[src/core/ctig_pkg.sv]
// constants and field layout of the channel timing interrupt generator
package ctig_pkg;
    // register offsets
    localparam logic [7:0] ADDR_MODE         = 8'h05;
    localparam logic [7:0] ADDR_SUB_BYTE_LO  = 8'h06;
    localparam logic [7:0] ADDR_SUB_BYTE_HI  = 8'h07;
    localparam logic [7:0] ADDR_SUB_PKT_LO   = 8'h08;
    localparam logic [7:0] ADDR_SUB_FRAME    = 8'h09;
    localparam logic [7:0] ADDR_MAIN_BYTE_LO = 8'h16;
    localparam logic [7:0] ADDR_MAIN_BYTE_HI = 8'h17;
    localparam logic [7:0] ADDR_MAIN_PKT_LO  = 8'h1D;
    localparam logic [7:0] ADDR_MAIN_PKT_HI  = 8'h1E;
    // mode register fields
    localparam int         MODE_SUB_EN   = 6;
    localparam int         MODE_SET_HI   = 5;
    localparam int         MODE_SET_LO   = 4;
    localparam int         MODE_LIVE     = 3;
    localparam int         MODE_MAIN_EN  = 1;
    localparam int         MODE_MAIN_WR  = 0;
    localparam logic [7:0] MODE_MASK     = 8'h7B;
    localparam logic [7:0] MODE_RESET    = 8'h00;
    // sub set-mode codes
    localparam logic [1:0] SET_MAX  = 2'h3;
    localparam logic [1:0] SET_IRQ  = 2'h2;
    localparam logic [1:0] SET_INIT = 2'h1;
    // field positions
    localparam int BYTE_LSB      = 3;
    localparam int HI_BIT        = 0;
    localparam int EVERY_PKT_BIT = 1;
    localparam int FRAME_LSB     = 1;
    localparam int SUB_ALL_BIT   = 5;
    // widths
    localparam int BITPOS_W = 9;
    localparam int BYTE_W   = 6;
    localparam int PKT_W    = 9;
    localparam int FRAME_W  = 4;
    localparam int ACT_W    = 4;
    // counter limits and idle values
    localparam logic [8:0] SUB_PKT_LAST = 9'h10F;
    localparam logic [7:0] RD_IDLE      = 8'h00;
endpackage : ctig_pkg

[src/core/ctig_match_if.sv]
// position and target bundle between the top and a comparator
`timescale 1ns/1ps
`default_nettype none
interface ctig_match_if;
    import ctig_pkg::*;
    logic               en;
    logic               blk_sync;
    logic               frm_sync;
    logic               all_pkts;
    logic [BYTE_W-1:0]  pos_byte;
    logic [BYTE_W-1:0]  tgt_byte;
    logic [PKT_W-1:0]   pos_pkt;
    logic [PKT_W-1:0]   tgt_pkt;
    logic [FRAME_W-1:0] pos_frame;
    logic [FRAME_W-1:0] tgt_frame;
    logic               hit;
    modport src (output en, blk_sync, frm_sync, all_pkts, pos_byte, tgt_byte,
                 pos_pkt, tgt_pkt, pos_frame, tgt_frame, input hit);
    modport cmp (input en, blk_sync, frm_sync, all_pkts, pos_byte, tgt_byte,
                 pos_pkt, tgt_pkt, pos_frame, tgt_frame, output hit);
endinterface : ctig_match_if
`default_nettype wire

[src/core/ctig_top.sv]
// top of the channel timing interrupt generator
`timescale 1ns/1ps
`default_nettype none
//
// Summary of operation
// - main irq on packet and byte match
// - sub irq on packet, byte, frame match
// - mode bit 6 enables sub irq
// - set-mode field selects shared write target
// - mode bit 3 picks live or latched
// - mode bit 1 enables main irq
// - mode bit 0 gates main timing writes
// - 0x16/0x17 read main bit position
// - byte compared only under block sync
// - irq fires at byte change onset
// - 0x1D/0x1E read main packet number
// - main packet compared only under frame sync
// - every-packet bit ignores packet target
// - sub frame counter wraps at maximum
module ctig_top
    import ctig_pkg::*;
(
    // clock, reset, enable
    input  wire logic                sys_clk,
    input  wire logic                reset_n,
    input  wire logic                clk_en,

    // register port
    input  wire logic [7:0]          reg_addr,
    input  wire logic [7:0]          reg_wdata,
    input  wire logic                reg_wr,
    input  wire logic                reg_rd,
    output wire logic [7:0]          reg_rdata,

    // main channel position
    input  wire logic [BITPOS_W-1:0] main_bit_position,
    input  wire logic [PKT_W-1:0]    main_packet_count,
    input  wire logic                main_block_sync,
    input  wire logic                main_frame_sync,
    input  wire logic [ACT_W-1:0]    activity_monitor_bits,

    // subchannel position
    input  wire logic [BITPOS_W-1:0] sub_bit_position,
    input  wire logic                sub_pkt_start,
    input  wire logic                sub_block_sync,

    // interrupts
    output wire logic                main_timing_irq,
    output wire logic                sub_timing_irq
);
    typedef struct packed {
        logic [7:0]          mode;
        logic [BYTE_W-1:0]   main_tgt_byte;
        logic [PKT_W-1:0]    main_tgt_pkt;
        logic                main_all;
        logic [BYTE_W-1:0]   sub_tgt_byte;
        logic [PKT_W-1:0]    sub_tgt_pkt;
        logic [FRAME_W-1:0]  sub_tgt_frame;
        logic                sub_all;
        logic [FRAME_W-1:0]  sub_max_frame;
        logic [BITPOS_W-1:0] sub_pre_pos;
        logic [BITPOS_W-1:0] sub_pos_d;
        logic                sub_sync_d;
        logic [7:0]          rd_data;
    } ctig_top_t;

    localparam ctig_top_t TOP_RESET = '{mode: MODE_RESET, rd_data: RD_IDLE,
                                        default: '0};
    // idle set-mode code, only the checks use it
    localparam logic [1:0] SET_NONE_CHK = 2'h0;

    ctig_top_t          st_reg;
    ctig_top_t          st_next;
    logic [1:0]         set_mode;
    logic               sub_ld_lo;
    logic               sub_ld_hi;
    logic [PKT_W-1:0]   sub_pkt;
    logic [FRAME_W-1:0] sub_frame;
    logic               main_wr_ok;
    logic               ce_q;

    ctig_match_if main_if ();
    ctig_match_if sub_if ();

    // strobe at one address
    function automatic logic acc(input logic stb, input logic [7:0] adr,
                                 input logic [7:0] a);
        return stb && (adr == a);
    endfunction : acc

    assign set_mode   = st_reg.mode[MODE_SET_HI:MODE_SET_LO];
    assign main_wr_ok = st_reg.mode[MODE_MAIN_WR];

    // host loads of the sub counters; sub has no frame sync of its own
    assign sub_ld_lo = acc(reg_wr, reg_addr, ADDR_SUB_PKT_LO) &&
                       (set_mode == SET_INIT);
    assign sub_ld_hi = acc(reg_wr, reg_addr, ADDR_SUB_FRAME) &&
                       (set_mode == SET_INIT);

    // main comparator feed
    assign main_if.en        = st_reg.mode[MODE_MAIN_EN];
    assign main_if.blk_sync  = main_block_sync;
    assign main_if.frm_sync  = main_frame_sync;
    assign main_if.all_pkts  = st_reg.main_all;
    assign main_if.pos_byte  = main_bit_position[BITPOS_W-1:BYTE_LSB];
    assign main_if.tgt_byte  = st_reg.main_tgt_byte;
    assign main_if.pos_pkt   = main_packet_count;
    assign main_if.tgt_pkt   = st_reg.main_tgt_pkt;
    assign main_if.pos_frame = '0;
    assign main_if.tgt_frame = '0;

    // sub comparator feed; packet always trusted, frame sync tied high from reset
    assign sub_if.en        = st_reg.mode[MODE_SUB_EN];
    assign sub_if.blk_sync  = sub_block_sync;
    assign sub_if.frm_sync  = 1'b1;
    assign sub_if.all_pkts  = st_reg.sub_all;
    assign sub_if.pos_byte  = sub_bit_position[BITPOS_W-1:BYTE_LSB];
    assign sub_if.tgt_byte  = st_reg.sub_tgt_byte;
    assign sub_if.pos_pkt   = sub_pkt;
    assign sub_if.tgt_pkt   = st_reg.sub_tgt_pkt;
    assign sub_if.pos_frame = sub_frame;
    assign sub_if.tgt_frame = st_reg.sub_tgt_frame;

    always_comb begin
        st_next = st_reg;
        if (clk_en) begin
            st_next.rd_data    = RD_IDLE;
            st_next.sub_pos_d  = sub_bit_position;
            st_next.sub_sync_d = sub_block_sync;

            // keep the position seen just before sub block sync
            if (sub_block_sync && !st_reg.sub_sync_d) begin
                st_next.sub_pre_pos = st_reg.sub_pos_d;
            end

            if (reg_wr) begin
                if (reg_addr == ADDR_MODE) begin
                    st_next.mode = reg_wdata & MODE_MASK;
                end

                // main targets move only while the write gate is open
                if (main_wr_ok) begin
                    if (reg_addr == ADDR_MAIN_BYTE_LO) begin
                        st_next.main_tgt_byte[BYTE_W-2:0] = reg_wdata[7:BYTE_LSB];
                    end
                    if (reg_addr == ADDR_MAIN_BYTE_HI) begin
                        st_next.main_tgt_byte[BYTE_W-1] = reg_wdata[HI_BIT];
                    end
                    if (reg_addr == ADDR_MAIN_PKT_LO) begin
                        st_next.main_tgt_pkt[7:0] = reg_wdata;
                    end
                    if (reg_addr == ADDR_MAIN_PKT_HI) begin
                        st_next.main_tgt_pkt[PKT_W-1] = reg_wdata[HI_BIT];
                        st_next.main_all = reg_wdata[EVERY_PKT_BIT];
                    end
                end

                // sub interrupt timing
                if (set_mode == SET_IRQ) begin
                    if (reg_addr == ADDR_SUB_BYTE_LO) begin
                        st_next.sub_tgt_byte[BYTE_W-2:0] = reg_wdata[7:BYTE_LSB];
                    end
                    if (reg_addr == ADDR_SUB_BYTE_HI) begin
                        st_next.sub_tgt_byte[BYTE_W-1] = reg_wdata[HI_BIT];
                    end
                    if (reg_addr == ADDR_SUB_PKT_LO) begin
                        st_next.sub_tgt_pkt[7:0] = reg_wdata;
                    end
                    if (reg_addr == ADDR_SUB_FRAME) begin
                        st_next.sub_tgt_pkt[PKT_W-1] = reg_wdata[HI_BIT];
                        st_next.sub_tgt_frame = reg_wdata[FRAME_LSB +: FRAME_W];
                        st_next.sub_all = reg_wdata[SUB_ALL_BIT];
                    end
                end

                // sub frame maximum
                if (set_mode == SET_MAX && reg_addr == ADDR_SUB_FRAME) begin
                    st_next.sub_max_frame = reg_wdata[FRAME_LSB +: FRAME_W];
                end
            end

            // read data stands only in the cycle after the strobe
            if (reg_rd) begin
                case (reg_addr)
                    ADDR_SUB_BYTE_LO: begin
                        st_next.rd_data = st_reg.mode[MODE_LIVE] ?
                            sub_bit_position[7:0] : st_reg.sub_pre_pos[7:0];
                    end
                    ADDR_SUB_BYTE_HI: begin
                        st_next.rd_data = {7'h00, st_reg.mode[MODE_LIVE] ?
                            sub_bit_position[BITPOS_W-1] :
                            st_reg.sub_pre_pos[BITPOS_W-1]};
                    end
                    ADDR_SUB_PKT_LO: begin
                        st_next.rd_data = sub_pkt[7:0];
                    end
                    ADDR_SUB_FRAME: begin
                        st_next.rd_data = {3'h0, sub_frame, sub_pkt[PKT_W-1]};
                    end
                    ADDR_MAIN_BYTE_LO: begin
                        st_next.rd_data = main_bit_position[7:0];
                    end
                    ADDR_MAIN_BYTE_HI: begin
                        st_next.rd_data = {7'h00, main_bit_position[BITPOS_W-1]};
                    end
                    ADDR_MAIN_PKT_LO: begin
                        st_next.rd_data = main_packet_count[7:0];
                    end
                    ADDR_MAIN_PKT_HI: begin
                        st_next.rd_data = {activity_monitor_bits, 3'h0,
                                           main_packet_count[PKT_W-1]};
                    end
                    // the mode register is write-only and reads as zero
                    default: begin
                        st_next.rd_data = RD_IDLE;
                    end
                endcase
            end
        end
    end

    always_ff @(posedge sys_clk) begin
        if (!reset_n) st_reg <= TOP_RESET;
        else st_reg <= st_next;
    end

    assign reg_rdata = st_reg.rd_data;

    ctig_match u_main_match (
        .sys_clk (sys_clk),
        .reset_n (reset_n),
        .clk_en  (clk_en),
        .m       (main_if.cmp)
    );

    ctig_match u_sub_match (
        .sys_clk (sys_clk),
        .reset_n (reset_n),
        .clk_en  (clk_en),
        .m       (sub_if.cmp)
    );

    ctig_sub_counter u_sub_cnt (
        .sys_clk     (sys_clk),
        .reset_n     (reset_n),
        .clk_en      (clk_en),
        .pkt_start   (sub_pkt_start),
        .ld_lo       (sub_ld_lo),
        .ld_hi       (sub_ld_hi),
        .ld_data     (reg_wdata),
        .max_frame   (st_reg.sub_max_frame),
        .pkt_count   (sub_pkt),
        .frame_count (sub_frame)
    );

    assign main_timing_irq = main_if.hit;
    assign sub_timing_irq  = sub_if.hit;

    // helper for the checks below: was the last cycle enabled
    always_ff @(posedge sys_clk) begin
        ce_q <= reset_n ? clk_en : 1'b0;
    end
endmodule : ctig_top
`default_nettype wire

[src/core/ctig_sub_counter.sv]
// subchannel packet and frame counters
`timescale 1ns/1ps
`default_nettype none
module ctig_sub_counter
    import ctig_pkg::*;
(
    // clock and reset
    input  wire logic               sys_clk,
    input  wire logic               reset_n,
    input  wire logic               clk_en,
    // events and host loads
    input  wire logic               pkt_start,
    input  wire logic               ld_lo,
    input  wire logic               ld_hi,
    input  wire logic [7:0]         ld_data,
    input  wire logic [FRAME_W-1:0] max_frame,
    // counts
    output wire logic [PKT_W-1:0]   pkt_count,
    output wire logic [FRAME_W-1:0] frame_count
);
    typedef struct packed {
        logic [PKT_W-1:0]   pkt;
        logic [FRAME_W-1:0] frame;
    } ctig_cnt_t;

    ctig_cnt_t st_reg;
    ctig_cnt_t st_next;

    always_comb begin
        st_next = st_reg;
        if (clk_en) begin
            // a host load beats the packet advance in the same cycle
            if (ld_lo || ld_hi) begin
                if (ld_lo) st_next.pkt[7:0] = ld_data;
                if (ld_hi) begin
                    st_next.pkt[PKT_W-1] = ld_data[HI_BIT];
                    st_next.frame = ld_data[FRAME_LSB +: FRAME_W];
                end
            end else if (pkt_start) begin
                if (st_reg.pkt == SUB_PKT_LAST) begin
                    st_next.pkt = '0;
                    st_next.frame = (st_reg.frame == max_frame) ? '0 :
                                    st_reg.frame + 4'h1;
                end else begin
                    st_next.pkt = st_reg.pkt + 9'h001;
                end
            end
        end
    end

    always_ff @(posedge sys_clk) begin
        if (!reset_n) st_reg <= '0;
        else st_reg <= st_next;
    end

    assign pkt_count   = st_reg.pkt;
    assign frame_count = st_reg.frame;
endmodule : ctig_sub_counter
`default_nettype wire

[src/core/ctig_match.sv]
// position comparator producing one pulse per match
`timescale 1ns/1ps
`default_nettype none
module ctig_match
    import ctig_pkg::*;
(
    // clock and reset
    input  wire logic   sys_clk,
    input  wire logic   reset_n,
    input  wire logic   clk_en,
    // positions and targets
    ctig_match_if.cmp   m
);
    typedef struct packed {
        logic [BYTE_W-1:0] byte_prev;
        logic              hit;
    } ctig_match_t;

    ctig_match_t st_reg;
    ctig_match_t st_next;
    logic        cond;
    logic        ce_q;
    logic        ce_qq;

    // packet compared only under frame sync, byte only under block sync
    assign cond = m.en && m.blk_sync && (m.pos_byte == m.tgt_byte) &&
                  (m.pos_frame == m.tgt_frame) &&
                  (m.all_pkts || (m.frm_sync && m.pos_pkt == m.tgt_pkt));

    always_comb begin
        st_next = st_reg;
        if (clk_en) begin
            st_next.byte_prev = m.pos_byte;
            // firing only on a byte change keeps one pulse per match
            st_next.hit = cond && (m.pos_byte != st_reg.byte_prev);
        end
    end

    always_ff @(posedge sys_clk) begin
        if (!reset_n) st_reg <= '0;
        else st_reg <= st_next;
    end

    assign m.hit = st_reg.hit;

    always_ff @(posedge sys_clk) begin
        ce_q  <= reset_n ? clk_en : 1'b0;
        ce_qq <= reset_n ? ce_q : 1'b0;
    end
endmodule : ctig_match
`default_nettype wire

[config.mk]
export PLATFORM = sky130hd
export DESIGN_NAME = ctig_top
export DESIGN_NICKNAME = d
export VERILOG_FILES = /design/src/core/ctig_pkg.sv /design/src/core/ctig_match_if.sv /design/src/core/ctig_top.sv /design/src/core/ctig_sub_counter.sv /design/src/core/ctig_match.sv
export SDC_FILE = /design/constraint.sdc
export NUM_CORES = 1
export LEC_CHECK = 0
export ABC_AREA = 1
export CAP_MARGIN = 20
export CORE_MARGIN = 1
export CORE_UTILIZATION = 64
export DETAILED_ROUTE_END_ITERATION = 10
export DONT_BUFFER_PORTS = 1
export HOLD_SLACK_MARGIN = 0.08
export PLACE_DENSITY = 0.79
export SLEW_MARGIN = 20
export SYNTH_ARGS = -nofsm -noshare
export SYNTH_HDL_FRONTEND = slang
export SYNTH_SLANG_ARGS = --single-unit
[constraint.sdc]
create_clock -name sys_clk -period 1.8 [get_ports sys_clk]
set_clock_uncertainty 0.15 [all_clocks]
set_input_delay 0.09 -clock sys_clk [delete_from_list [all_inputs] [get_ports sys_clk]]
set_output_delay 0.09 -clock sys_clk [all_outputs]
set_load 0.02 [all_outputs]
==> impl_table.tex, run 1 <==
\begin{tabular}{lr}
\hline
Metric & Value \\
\hline
\multicolumn{2}{l}{\textbf{Pwr}} \\
\quad Worst supply voltage drop on vdd & 0.495 mV \\
\quad Internal power & 2930 uW \\
\quad Switching power total & 1250 uW \\
\quad Sequential group share of total power & 51.8\% \\
\quad Leak Pwr & 0.00283 uW \\
\quad Switch share & 30.0\% \\
\quad Total power per unit cell area & 649 mW/mm\^{}2 \\
\quad Logic pwr share & 13.9\% \\
\quad Fraction of power consumed by the clock network & 34.2\% \\
\multicolumn{2}{l}{\textbf{Synthesis}} \\
\quad Synth top area share & 35.3\% \\
\quad Cell type with the highest aggregate area in the netlist & sky130\_fd\_sc\_hd\_\_dfxtp\_1 \\
\quad Most used standard cells in the synthesized netlist & sky130\_fd\_sc\_hd\_\_nand2\_1, sky130\_fd\_sc\_hd\_\_nor2\_1, sky130\_fd\_sc\_hd\_\_dfxtp\_1 \\
\quad Combinational family with the most area after synthesis & simple AND/OR/NAND/NOR gates \\
\quad Number of distinct library cells after synthesis & 36 \\
\quad Count of yosys warnings during synthesis & 0 \\
\quad Adder-Cell Fraction of Synth Area & 0.470\% \\
\quad Number of flops mapped to enable cells by yosys & 0 \\
\quad Mean area per synthesized cell & 6.51 um\^{}2 \\
\quad Post-synthesis instance total & 819 \\
\quad Compound-gate portion of the synthesized area & 16.3\% \\
\quad Fraction of registers with async set/reset & 0\% \\
\quad Most frequent cell after synthesis & sky130\_fd\_sc\_hd\_\_nand2\_1 \\
\quad Share of synthesized area occupied by flip-flops and latches & 35.3\% \\
\quad Ranking of synthesized cells by area & sky130\_fd\_sc\_hd\_\_dfxtp\_1, sky130\_fd\_sc\_hd\_\_nand2\_1, sky130\_fd\_sc\_hd\_\_nor2\_1 \\
\quad Post-synthesis share of cell area spent on xor and xnor gates & 3.95\% \\
\quad Number of synthesized register bits & 94 \\
\quad Prevailing post-synth register cell & sky130\_fd\_sc\_hd\_\_dfxtp\_1 \\
\quad Multiplexer share of the synthesized area & 0\% \\
\quad Combined area of all synthesized cells & 0.00533 mm\^{}2 \\
\quad Post-synthesis share of cell area spent on and, or, nand and nor gates & 33.4\% \\
\quad Syn\_nets & 877 \\
\multicolumn{2}{l}{\textbf{Die}} \\
\quad Area enclosed by the die boundary & 0.00869 mm\^{}2 \\
\quad Std cell rows & 32 \\
\quad Die height & 93.2 um \\
\quad Count of boundary I/O pins & 66 \\
\quad Starting Density & 67.5\% \\
\quad Die X & 93.2 um \\
\quad Area inside the core boundary & 0.00789 mm\^{}2 \\
\multicolumn{2}{l}{\textbf{Drt}} \\
\quad Residual DRC & 0 \\
\quad Drt first pass iters & 8 \\
\quad Routed length per placed instance & 16.8 um \\
\quad Vias & 5860 \\
\quad ANT nets after route & 0 \\
\quad First-iteration detailed-routing DRC count & 627 \\
\quad Mean number of vias per cell & 5.88 \\
\quad Post-detailed-routing wire length & 16.7 mm \\
\multicolumn{2}{l}{\textbf{STA}} \\
\quad Fin. Hold Viols & 0 \\
\quad Worst Hold Slack & 0.0816 ns \\
\quad Final cycle utilization of the critical path & 100\% \\
\quad Pins over their slew limit & 0 \\
\quad Final critical-path required period & 1.80 ns \\
\quad Final worst setup slack & -0.00225 ns \\
\quad Fmax achieved & 555 MHz \\
\quad Slew at the pin closest to its max-slew limit & 0.741 ns \\
\quad Setup repair after global routing missed its margin & yes \\
\quad Rel. slew slack & 50.5\% \\
\quad Final count of negative-setup-slack endpoints & 2 \\
\multicolumn{2}{l}{\textbf{Clock tree}} \\
\quad H-tree depth & 3 \\
\quad CTS Sinks & 94 \\
\quad Number of buffers added by the clock tree synthesis step & 9 \\
\quad CTS root buffer & sky130\_fd\_sc\_hd\_\_clkbuf\_8 \\
\quad CTS tree & done \\
\quad Clock transition at the register clock pins on the worst setup and hold paths after CTS & 0.11 ns \\
\quad Buffer depth of the longest clock path & 2 \\
\quad Skew-Pair Late Insertion Delay & 0.38 ns \\
\multicolumn{2}{l}{\textbf{Place}} \\
\quad Standard cell area after detailed placement & 0.00535 mm\^{}2 \\
\quad Final estimated routing congestion in global placement & 1.01 \\
\quad Port Buffer Count & 0 \\
\quad Post-Place Setup Slack & 0.149 ns \\
\quad Post-detailed-placement half-perimeter wirelength & 10.4 mm \\
\multicolumn{2}{l}{\textbf{GRT}} \\
\quad Remaining global-route overflow & 0 \\
\quad Maximum number of pins on one net before global-route repair & 74 \\
\quad First-pass GRT wire length & 25.9 mm \\
\quad Number of global-route vias before repair & 5378 \\
\quad Total routing usage reported by global routing & 38.5\% \\
\quad Number of antenna violations at the first check in global routing & 0 \\
\multicolumn{2}{l}{\textbf{Cells and area}} \\
\quad Proportion of layout cells with a drive suffix above 1 & 10.1\% \\
\quad Layout overhead on the synthesized area & 21.0\% \\
\quad Total non-filler cell area in the finished layout & 0.00645 mm\^{}2 \\
\quad NumNets Final & 948 \\
\quad Diode count & 0 \\
\quad Max reg flops & 25 \\
\multicolumn{2}{l}{\textbf{Worst setup path}} \\
\quad Slowest CP cell & sky130\_fd\_sc\_hd\_\_dlygate4sd3\_1 \\
\quad Crit Path Class & in -> reg \\
\quad Family of cells with the greatest summed delay on the critical path & buffers and inverters \\
\quad Endpoint required time on the critical path & 1.96 ns \\
\quad Most prevalent standard cell on the critical path & sky130\_fd\_sc\_hd\_\_dlygate4sd3\_1 \\
\quad Worst r2r path cells & 10 \\
\quad Critical path peak fanout & 5 \\
\quad Critical path cell sequence & dlygate4sd3\_1 -> inv\_1 -> nand2\_2 -> nor2\_4 -> nand3\_2 -> dlygate4sd3\_1 -> a21oi\_1 \\
\quad Endpoint class of the critical path & flip-flop \\
\quad CP Depth & 7 \\
\quad Kind of start point of the critical path & input pin \\
\quad Worst Path Buf+Inv & 3 \\
\quad Longest individual stage delay on the worst path & 0.59 ns \\
\quad Arrival time of data at the critical path endpoint & 1.96 ns \\
\multicolumn{2}{l}{\textbf{Worst hold path}} \\
\quad Worst min-delay path class & in -> reg \\
\quad Count of cells along the worst hold path & 7 \\
\multicolumn{2}{l}{\textbf{Outcome}} \\
\quad Result of the run & finished, violations left \\
\quad Violated checks & setup timing \\
\multicolumn{2}{l}{\textbf{Job}} \\
\quad Max-capacitance violation count & 0 \\
\hline
\end{tabular}
## layout make-up
type / count / area [um^2]
multi-input combinational: 594 / 2930
sequential: 94 / 1880
fill: 523 / 1440
timing repair buffer: 91 / 927
inverter: 100 / 383
tap: 102 / 128
clock buffer: 9 / 124
clock inverter: 7 / 73.8
## cells by family after synthesis
| family | Yosys count |
|---|---|
| compound gates | 165 |
| fa+ha+maj | 2 |
| flops | 94 |
| buf+inv | 132 |
| xor+xnor | 24 |
| simple gates | 402 |
## power by group through the flow
| stage | Clock, uW | Sequential (uW) | Combinational [uW] |
|---|---|---|---|
| 6_report | 1430 | 2170 | 583 |
| 5_1_grt | 1510 | 2180 | 627 |
| 4_1_cts | 1420 | 2170 | 546 |
| 3_5_place_dp | 0 | 2210 | 335 |
| 3_3_place_gp | 0 | 2210 | 330 |
| 2_1_floorplan | 0 | 2210 | 289 |
## worst min-delay path: cells and delay by family
family	cells	cell delay (ns)
compound gates	1	0.07
xor+xnor	1	0.04
simple gates	5	0.37
## routing by layer
layer  wire [um]  share of wire [%]  up-vias  global-route usage [%]
met2        7620                 46      355                    62.6
li1            -                  -     2751                       -
met5           0                  0        -                       0
met4         565                3.4        0                    15.3
met1        6770                 41     2693                    49.4
met3        1750                 10       61                    8.62
## placed cells by master, fill, tap and decap left out, types with 2 or more instances in the layout
master / n
sky130_fd_sc_hd__clkbuf_8: 9
sky130_fd_sc_hd__xnor2_1: 8
sky130_fd_sc_hd__buf_4: 10
sky130_fd_sc_hd__inv_1: 88
sky130_fd_sc_hd__nand3_2: 4
sky130_fd_sc_hd__dfxtp_1: 93
sky130_fd_sc_hd__nand2_2: 10
sky130_fd_sc_hd__clkinv_4: 3
sky130_fd_sc_hd__nor3_1: 6
sky130_fd_sc_hd__inv_6: 2
sky130_fd_sc_hd__nand2_1: 191
sky130_fd_sc_hd__o21ai_0: 74
sky130_fd_sc_hd__a21boi_0: 2
sky130_fd_sc_hd__a211oi_1: 8
sky130_fd_sc_hd__dlygate4sd3_1: 76
sky130_fd_sc_hd__nand4_1: 6
sky130_fd_sc_hd__a21oi_1: 68
sky130_fd_sc_hd__inv_2: 9
sky130_fd_sc_hd__or2_2: 9
sky130_fd_sc_hd__nor2_1: 107
sky130_fd_sc_hd__nor2_2: 9
sky130_fd_sc_hd__inv_8: 2
sky130_fd_sc_hd__nand3_4: 3
sky130_fd_sc_hd__xor2_1: 16
sky130_fd_sc_hd__nor2_4: 9
sky130_fd_sc_hd__o21ai_1: 7
sky130_fd_sc_hd__buf_12: 2
sky130_fd_sc_hd__o22ai_1: 2
sky130_fd_sc_hd__o21a_1: 2
sky130_fd_sc_hd__nand2_4: 2
sky130_fd_sc_hd__nand3_1: 46
## path summary, 6_finish.rpt
| kind | slack [ns] | end | from |
|---|---|---|---|
| max | -0.002 | main_if.tgt_pkt[8] | reg_addr[5] |
| min | 0.08 | u_sub_match.m.hit | sub_bit_position[6] |
| max reg2reg | 0.10 | u_sub_cnt.pkt_count[4] | u_sub_cnt.pkt_count[1] |
| min reg2reg | 0.32 | main_if.all_pkts | main_if.all_pkts |
## metrics by stage
stage,total power [uW],instances,setup TNS [ns],utilization (%)
after floorplan,2500,819,0,-
after global placement,2540,899,0,67.8
after detailed placement,2550,899,0,67.8
after CTS,4130,994,0,80.7
after global routing,4320,997,-0.228,81.7
final,4180,997,-0.00402,81.7
## timing repair
action | in CTS | in global routing
endpoints found under the setup margin | 0 | 26
resized for setup | 0 | 16
endpoints found under the hold margin | 94 | 0
buffers inserted | 0 | 2
hold buffers | 79 | 0
No activity file was read; power rests on OpenSTA's default activity.
==> run 2: changes to the inputs <==
ABC_AREA = 0   (was 1)
==> run 2 against run 1 <==
The run still ends with setup timing left. Die area down 6.3%. Hold slack better by 0.012 ns. Routed wire length up 22%. Sequential power about the same.
==> impl_table.tex, run 2 <==
\begin{tabular}{lr}
\hline
Metric & Value \\
\hline
\multicolumn{2}{l}{\textbf{GRT}} \\
\quad Total routing usage reported by global routing & 45.2\% (+6.7 points) \\
\quad Number of antenna violations at the first check in global routing & 0 (unchanged) \\
\quad Remaining global-route overflow & 0 (unchanged) \\
\quad Met3 Track Usage GR & 12.8\% (+4.2 points) \\
\quad Maximum number of pins on one net before global-route repair & 46 (-38\%) \\
\quad Met1 track demand over resource in global routing & 50.0\% (+0.56 points) \\
\quad First-pass GRT wire length & 28.1 mm (+8.4\%) \\
\quad Met2 track demand over resource & 73.6\% (+11 points) \\
\quad Number of global-route vias before repair & 5349 (-0.54\%) \\
\quad Grt peak-use layer & met2 \\
\multicolumn{2}{l}{\textbf{Pwr}} \\
\quad Fraction of power consumed by the clock network & 35.2\% (+1.0 points) \\
\quad Worst supply voltage drop on vdd & 0.522 mV (+5.5\%) \\
\quad Leak Pwr & 0.00262 uW (-7.6\%) \\
\quad Switch share & 29.7\% (-0.26 points) \\
\quad Total power per unit cell area & 636 mW/mm\^{}2 (-1.9\%) \\
\quad Logic pwr share & 13.4\% (-0.5 points) \\
\quad Internal power & 2920 uW (-0.38\%) \\
\quad Switching power total & 1230 uW (-1.6\%) \\
\quad Sequential group share of total power & 51.4\% (-0.4 points) \\
\multicolumn{2}{l}{\textbf{Cells and area}} \\
\quad End-of-flow core utilization & 88.1\% (+6.3 points) \\
\quad Area taken by multi-input logic gates & 0.00302 mm\^{}2 (+3.1\%) \\
\quad Max reg flops & 25 (unchanged) \\
\quad Most frequent cells in the layout & sky130\_fd\_sc\_hd\_\_dfxtp\_1, sky130\_fd\_sc\_hd\_\_mux2i\_1, sky130\_fd\_sc\_hd\_\_nor2\_1, sky130\_fd\_sc\_hd\_\_dlygate4sd3\_1 \\
\quad Most frequent standard cell in the layout excluding fill and tap cells & sky130\_fd\_sc\_hd\_\_dfxtp\_1 \\
\quad Layout overhead on the synthesized area & 30.8\% \\
\quad Proportion of layout cells with a drive suffix above 1 & 17.9\% (+7.9 points) \\
\quad Fillcell total & 333 (-36\%) \\
\quad Diode count & 0 (unchanged) \\
\quad NumNets Final & 723 (-24\%) \\
\quad Reg area & 0.00189 mm\^{}2 (+0.40\%) \\
\quad Non-filler cells in the finished layout & 769 (-23\%) \\
\multicolumn{2}{l}{\textbf{Place}} \\
\quad Final estimated routing congestion in global placement & 0.916 (-8.9\%) \\
\quad Inst Count DP & 672 (-25\%) \\
\quad Post-Place Setup Slack & -0.209 ns (-0.359 ns) \\
\quad Port Buffer Count & 0 (unchanged) \\
\quad Post-detailed-placement half-perimeter wirelength & 9.95 mm (-4.4\%) \\
\multicolumn{2}{l}{\textbf{Clock tree}} \\
\quad H-tree depth & 3 (unchanged) \\
\quad CTS tree & done \\
\quad CTS Sinks & 94 (unchanged) \\
\quad Skew-Pair Late Insertion Delay & 0.39 ns (about the same) \\
\quad CTS root buffer & sky130\_fd\_sc\_hd\_\_clkbuf\_8 \\
\quad Number of buffers added by the clock tree synthesis step & 9 (unchanged) \\
\quad Clock transition at the register clock pins on the worst setup and hold paths after CTS & 0.12 ns (about the same) \\
\quad Buffer depth of the longest clock path & 2 (unchanged) \\
\multicolumn{2}{l}{\textbf{Synthesis}} \\
\quad Post-synthesis share of cell area spent on xor and xnor gates & 8.78\% (+4.8 points) \\
\quad Syn\_nets & 624 (-29\%) \\
\quad Number of flops mapped to enable cells by yosys & 0 (unchanged) \\
\quad Synth top area share & 37.7\% (+2.4 points) \\
\quad Multiplexer share of the synthesized area & 14.9\% (+15 points) \\
\quad Combined area of all synthesized cells & 0.00499 mm\^{}2 (-6.4\%) \\
\quad Ranking of synthesized cells by area & sky130\_fd\_sc\_hd\_\_dfxtp\_1, sky130\_fd\_sc\_hd\_\_mux2i\_1, sky130\_fd\_sc\_hd\_\_xor2\_1 \\
\quad Most used standard cells in the synthesized netlist & sky130\_fd\_sc\_hd\_\_dfxtp\_1, sky130\_fd\_sc\_hd\_\_mux2i\_1, sky130\_fd\_sc\_hd\_\_nor2\_1 \\
\quad Most frequent cell after synthesis & sky130\_fd\_sc\_hd\_\_dfxtp\_1 \\
\quad Count of yosys warnings during synthesis & 0 (unchanged) \\
\quad Combinational family with the most area after synthesis & simple AND/OR/NAND/NOR gates \\
\quad Mean area per synthesized cell & 8.81 um\^{}2 (+35\%) \\
\quad Adder-Cell Fraction of Synth Area & 0.502\% (+0.032 points) \\
\quad Post-synthesis share of cell area spent on and, or, nand and nor gates & 21.6\% (-12 points) \\
\quad Share of synthesized area occupied by flip-flops and latches & 37.7\% (+2.4 points) \\
\quad Post-synthesis instance total & 566 (-31\%) \\
\quad Fraction of registers with async set/reset & 0\% (unchanged) \\
\quad Compound-gate portion of the synthesized area & 11.4\% (-4.8 points) \\
\quad Number of distinct library cells after synthesis & 61 (+69\%) \\
\quad Number of synthesized register bits & 94 (unchanged) \\
\quad Cell type with the highest aggregate area in the netlist & sky130\_fd\_sc\_hd\_\_dfxtp\_1 \\
\quad Prevailing post-synth register cell & sky130\_fd\_sc\_hd\_\_dfxtp\_1 \\
\multicolumn{2}{l}{\textbf{Worst hold path}} \\
\quad Startpoint of the tightest hold check path & reg\_wr \\
\quad Endpoint of the worst hold path & sub\_if.tgt\_byte[5] \\
\quad Count of cells along the worst hold path & 5 (-2) \\
\quad Worst min-delay path class & in -> reg \\
\multicolumn{2}{l}{\textbf{Drt}} \\
\quad Routed length per placed instance & 26.5 um (+58\%) \\
\quad Mean number of vias per cell & 7.22 (+23\%) \\
\quad ANT nets after route & 0 (unchanged) \\
\quad Residual DRC & 0 (unchanged) \\
\quad First-iteration detailed-routing DRC count & 803 (+28\%) \\
\quad Post-detailed-routing wire length & 20.4 mm (+22\%) \\
\quad Drt first pass iters & 9 (+1) \\
\quad Vias & 5553 (-5.2\%) \\
\multicolumn{2}{l}{\textbf{Die}} \\
\quad Count of boundary I/O pins & 66 (unchanged) \\
\quad Die height & 90.3 um (-3.2\%) \\
\quad Std cell rows & 31 (-3.1\%) \\
\quad Starting Density & 67.3\% (-0.24 points) \\
\quad Area inside the core boundary & 0.00741 mm\^{}2 (-6.1\%) \\
\quad Die X & 90.3 um (-3.2\%) \\
\quad Area enclosed by the die boundary & 0.00815 mm\^{}2 (-6.3\%) \\
\multicolumn{2}{l}{\textbf{Worst setup path}} \\
\quad Source of the worst register-to-register timing path & u\_sub\_cnt.pkt\_count[7] \\
\quad Endpoint class of the critical path & flip-flop \\
\quad R2r setup slk & -0.29 ns (-0.39 ns) \\
\quad Critical path peak fanout & 3 (-2) \\
\quad Endpoint required time on the critical path & 1.93 ns (-0.03 ns) \\
\quad Arrival time of data at the critical path endpoint & 2.22 ns (+0.26 ns) \\
\quad Crit Path Class & reg -> reg \\
\quad Capturing point of the worst reg2reg path & u\_sub\_cnt.pkt\_count[8] \\
\quad Worst r2r path cells & 5 (-5) \\
\quad Worst setup path start & u\_sub\_cnt.pkt\_count[7] \\
\quad Kind of start point of the critical path & flip-flop \\
\multicolumn{2}{l}{\textbf{STA}} \\
\quad Final cycle utilization of the critical path & 116\% (+16 points) \\
\quad Pins over their slew limit & 0 (unchanged) \\
\quad Slew at the pin closest to its max-slew limit & 1.09 ns (+0.348 ns) \\
\quad Final worst setup slack & -0.290 ns (-0.288 ns) \\
\quad Worst Hold Slack & 0.0934 ns (+0.0118 ns) \\
\quad Fin. Hold Viols & 0 (unchanged) \\
\quad Final critical-path required period & 2.09 ns (+0.288 ns) \\
\quad Sum of negative setup slack & -2.02 ns (-2.02 ns) \\
\quad Rel. slew slack & 27.2\% (-23 points) \\
\quad Fmax achieved & 478 MHz (-14\%) \\
\quad Final count of negative-setup-slack endpoints & 23 (+21) \\
\quad Setup repair after global routing missed its margin & yes \\
\multicolumn{2}{l}{\textbf{Job}} \\
\quad Max-capacitance violation count & 0 (unchanged) \\
\multicolumn{2}{l}{\textbf{Outcome}} \\
\quad Result of the run & finished, violations left \\
\quad Violated checks & setup timing \\
\hline
\end{tabular}
-- run 2: cell count changes after synthesis, sizes merged, moves of 8 or more --
| cell | previous run | this run |
|---|---|---|
| nand2b | 0 | 8 |
| inv | 99 | 9 |
| nor2 | 124 | 67 |
| xnor2 | 8 | 18 |
| nand2 | 203 | 49 |
| mux2i | 0 | 71 |
| o21ai | 81 | 11 |
| xor2 | 16 | 32 |
| nor4 | 0 | 14 |
| a21oi | 68 | 33 |
| nand3 | 53 | 21 |
-- run 2: area by class of cell --
cell class,instances,area share (%)
Multi-Input combinational cell,421,46.3
Sequential cell,94,29.0
Timing Repair Buffer,130,19.2
Clock buffer,9,1.90
Tap cell,99,1.90
Clock inverter,7,1.23
Inverter,9,0.518
-- run 2: cell families (layout without fill, tap and decap cells) --
family / after synthesis / count (layout)
compound gates: 86 / 86
xor+xnor: 50 / 50
fa+ha+maj: 2 / 2
buf+inv: 51 / 155
flops: 94 / 94
mux: 74 / 74
simple gates: 209 / 209
-- run 2: power groups by stage --
stage	logic, uW	clock network, uW	registers, uW
5_1_grt	569	1520	2140
4_1_cts	472	1420	2130
6_report	557	1460	2140
3_3_place_gp	246	0	2170
3_5_place_dp	250	0	2180
2_1_floorplan	237	0	2180
-- run 2: through the flow --
stage | instance area [um^2] | power (uW)
after detailed placement | 5340 | 2430
after global routing | 6520 | 4220
after CTS | 6330 | 4020
final | 6520 | 4150
after global placement | 5340 | 2420
after floorplan | 5100 | 2410
-- run 2: worst max path at each step --
stage | slack, ns | depth (start not counted) | endpoint
after floorplan | -0.25 | 7 | st_reg[30]
after global placement | -0.16 | 6 | sub_if.tgt_pkt[0]
after detailed placement | -0.21 | 6 | sub_if.tgt_pkt[4]
after CTS | -0.18 | 5 | u_sub_cnt.pkt_count[8]
after global routing | -0.29 | 5 | u_sub_cnt.pkt_count[8]
final | -0.29 | 5 | u_sub_cnt.pkt_count[8]
-- run 2: worst max-delay path: stages (launching register included) --
cell                      delay (ns)
sky130_fd_sc_hd__dfxtp_2        0.34
sky130_fd_sc_hd__or4b_4         0.53
sky130_fd_sc_hd__or2_4          0.29
sky130_fd_sc_hd__and3b_1        0.20
sky130_fd_sc_hd__o21a_1         0.22
sky130_fd_sc_hd__o31a_1         0.25
-- run 2: routing by layer --
metal	wire length [um]	vias to the layer above	share of wire (%)
met2	8840	596	43
met5	0	-	0
met1	6650	2533	33
met4	2030	0	10
li1	-	2207	-
met3	2870	217	14
-- run 2: timing repair --
action	CTS	global route
setup endpoints to repair	8	65
endpoints found under the hold margin	94	0
hold buffers	73	0
pin swaps	9	16
gates resized for setup	8	35
cloned	0	1
setup buffers	4	3
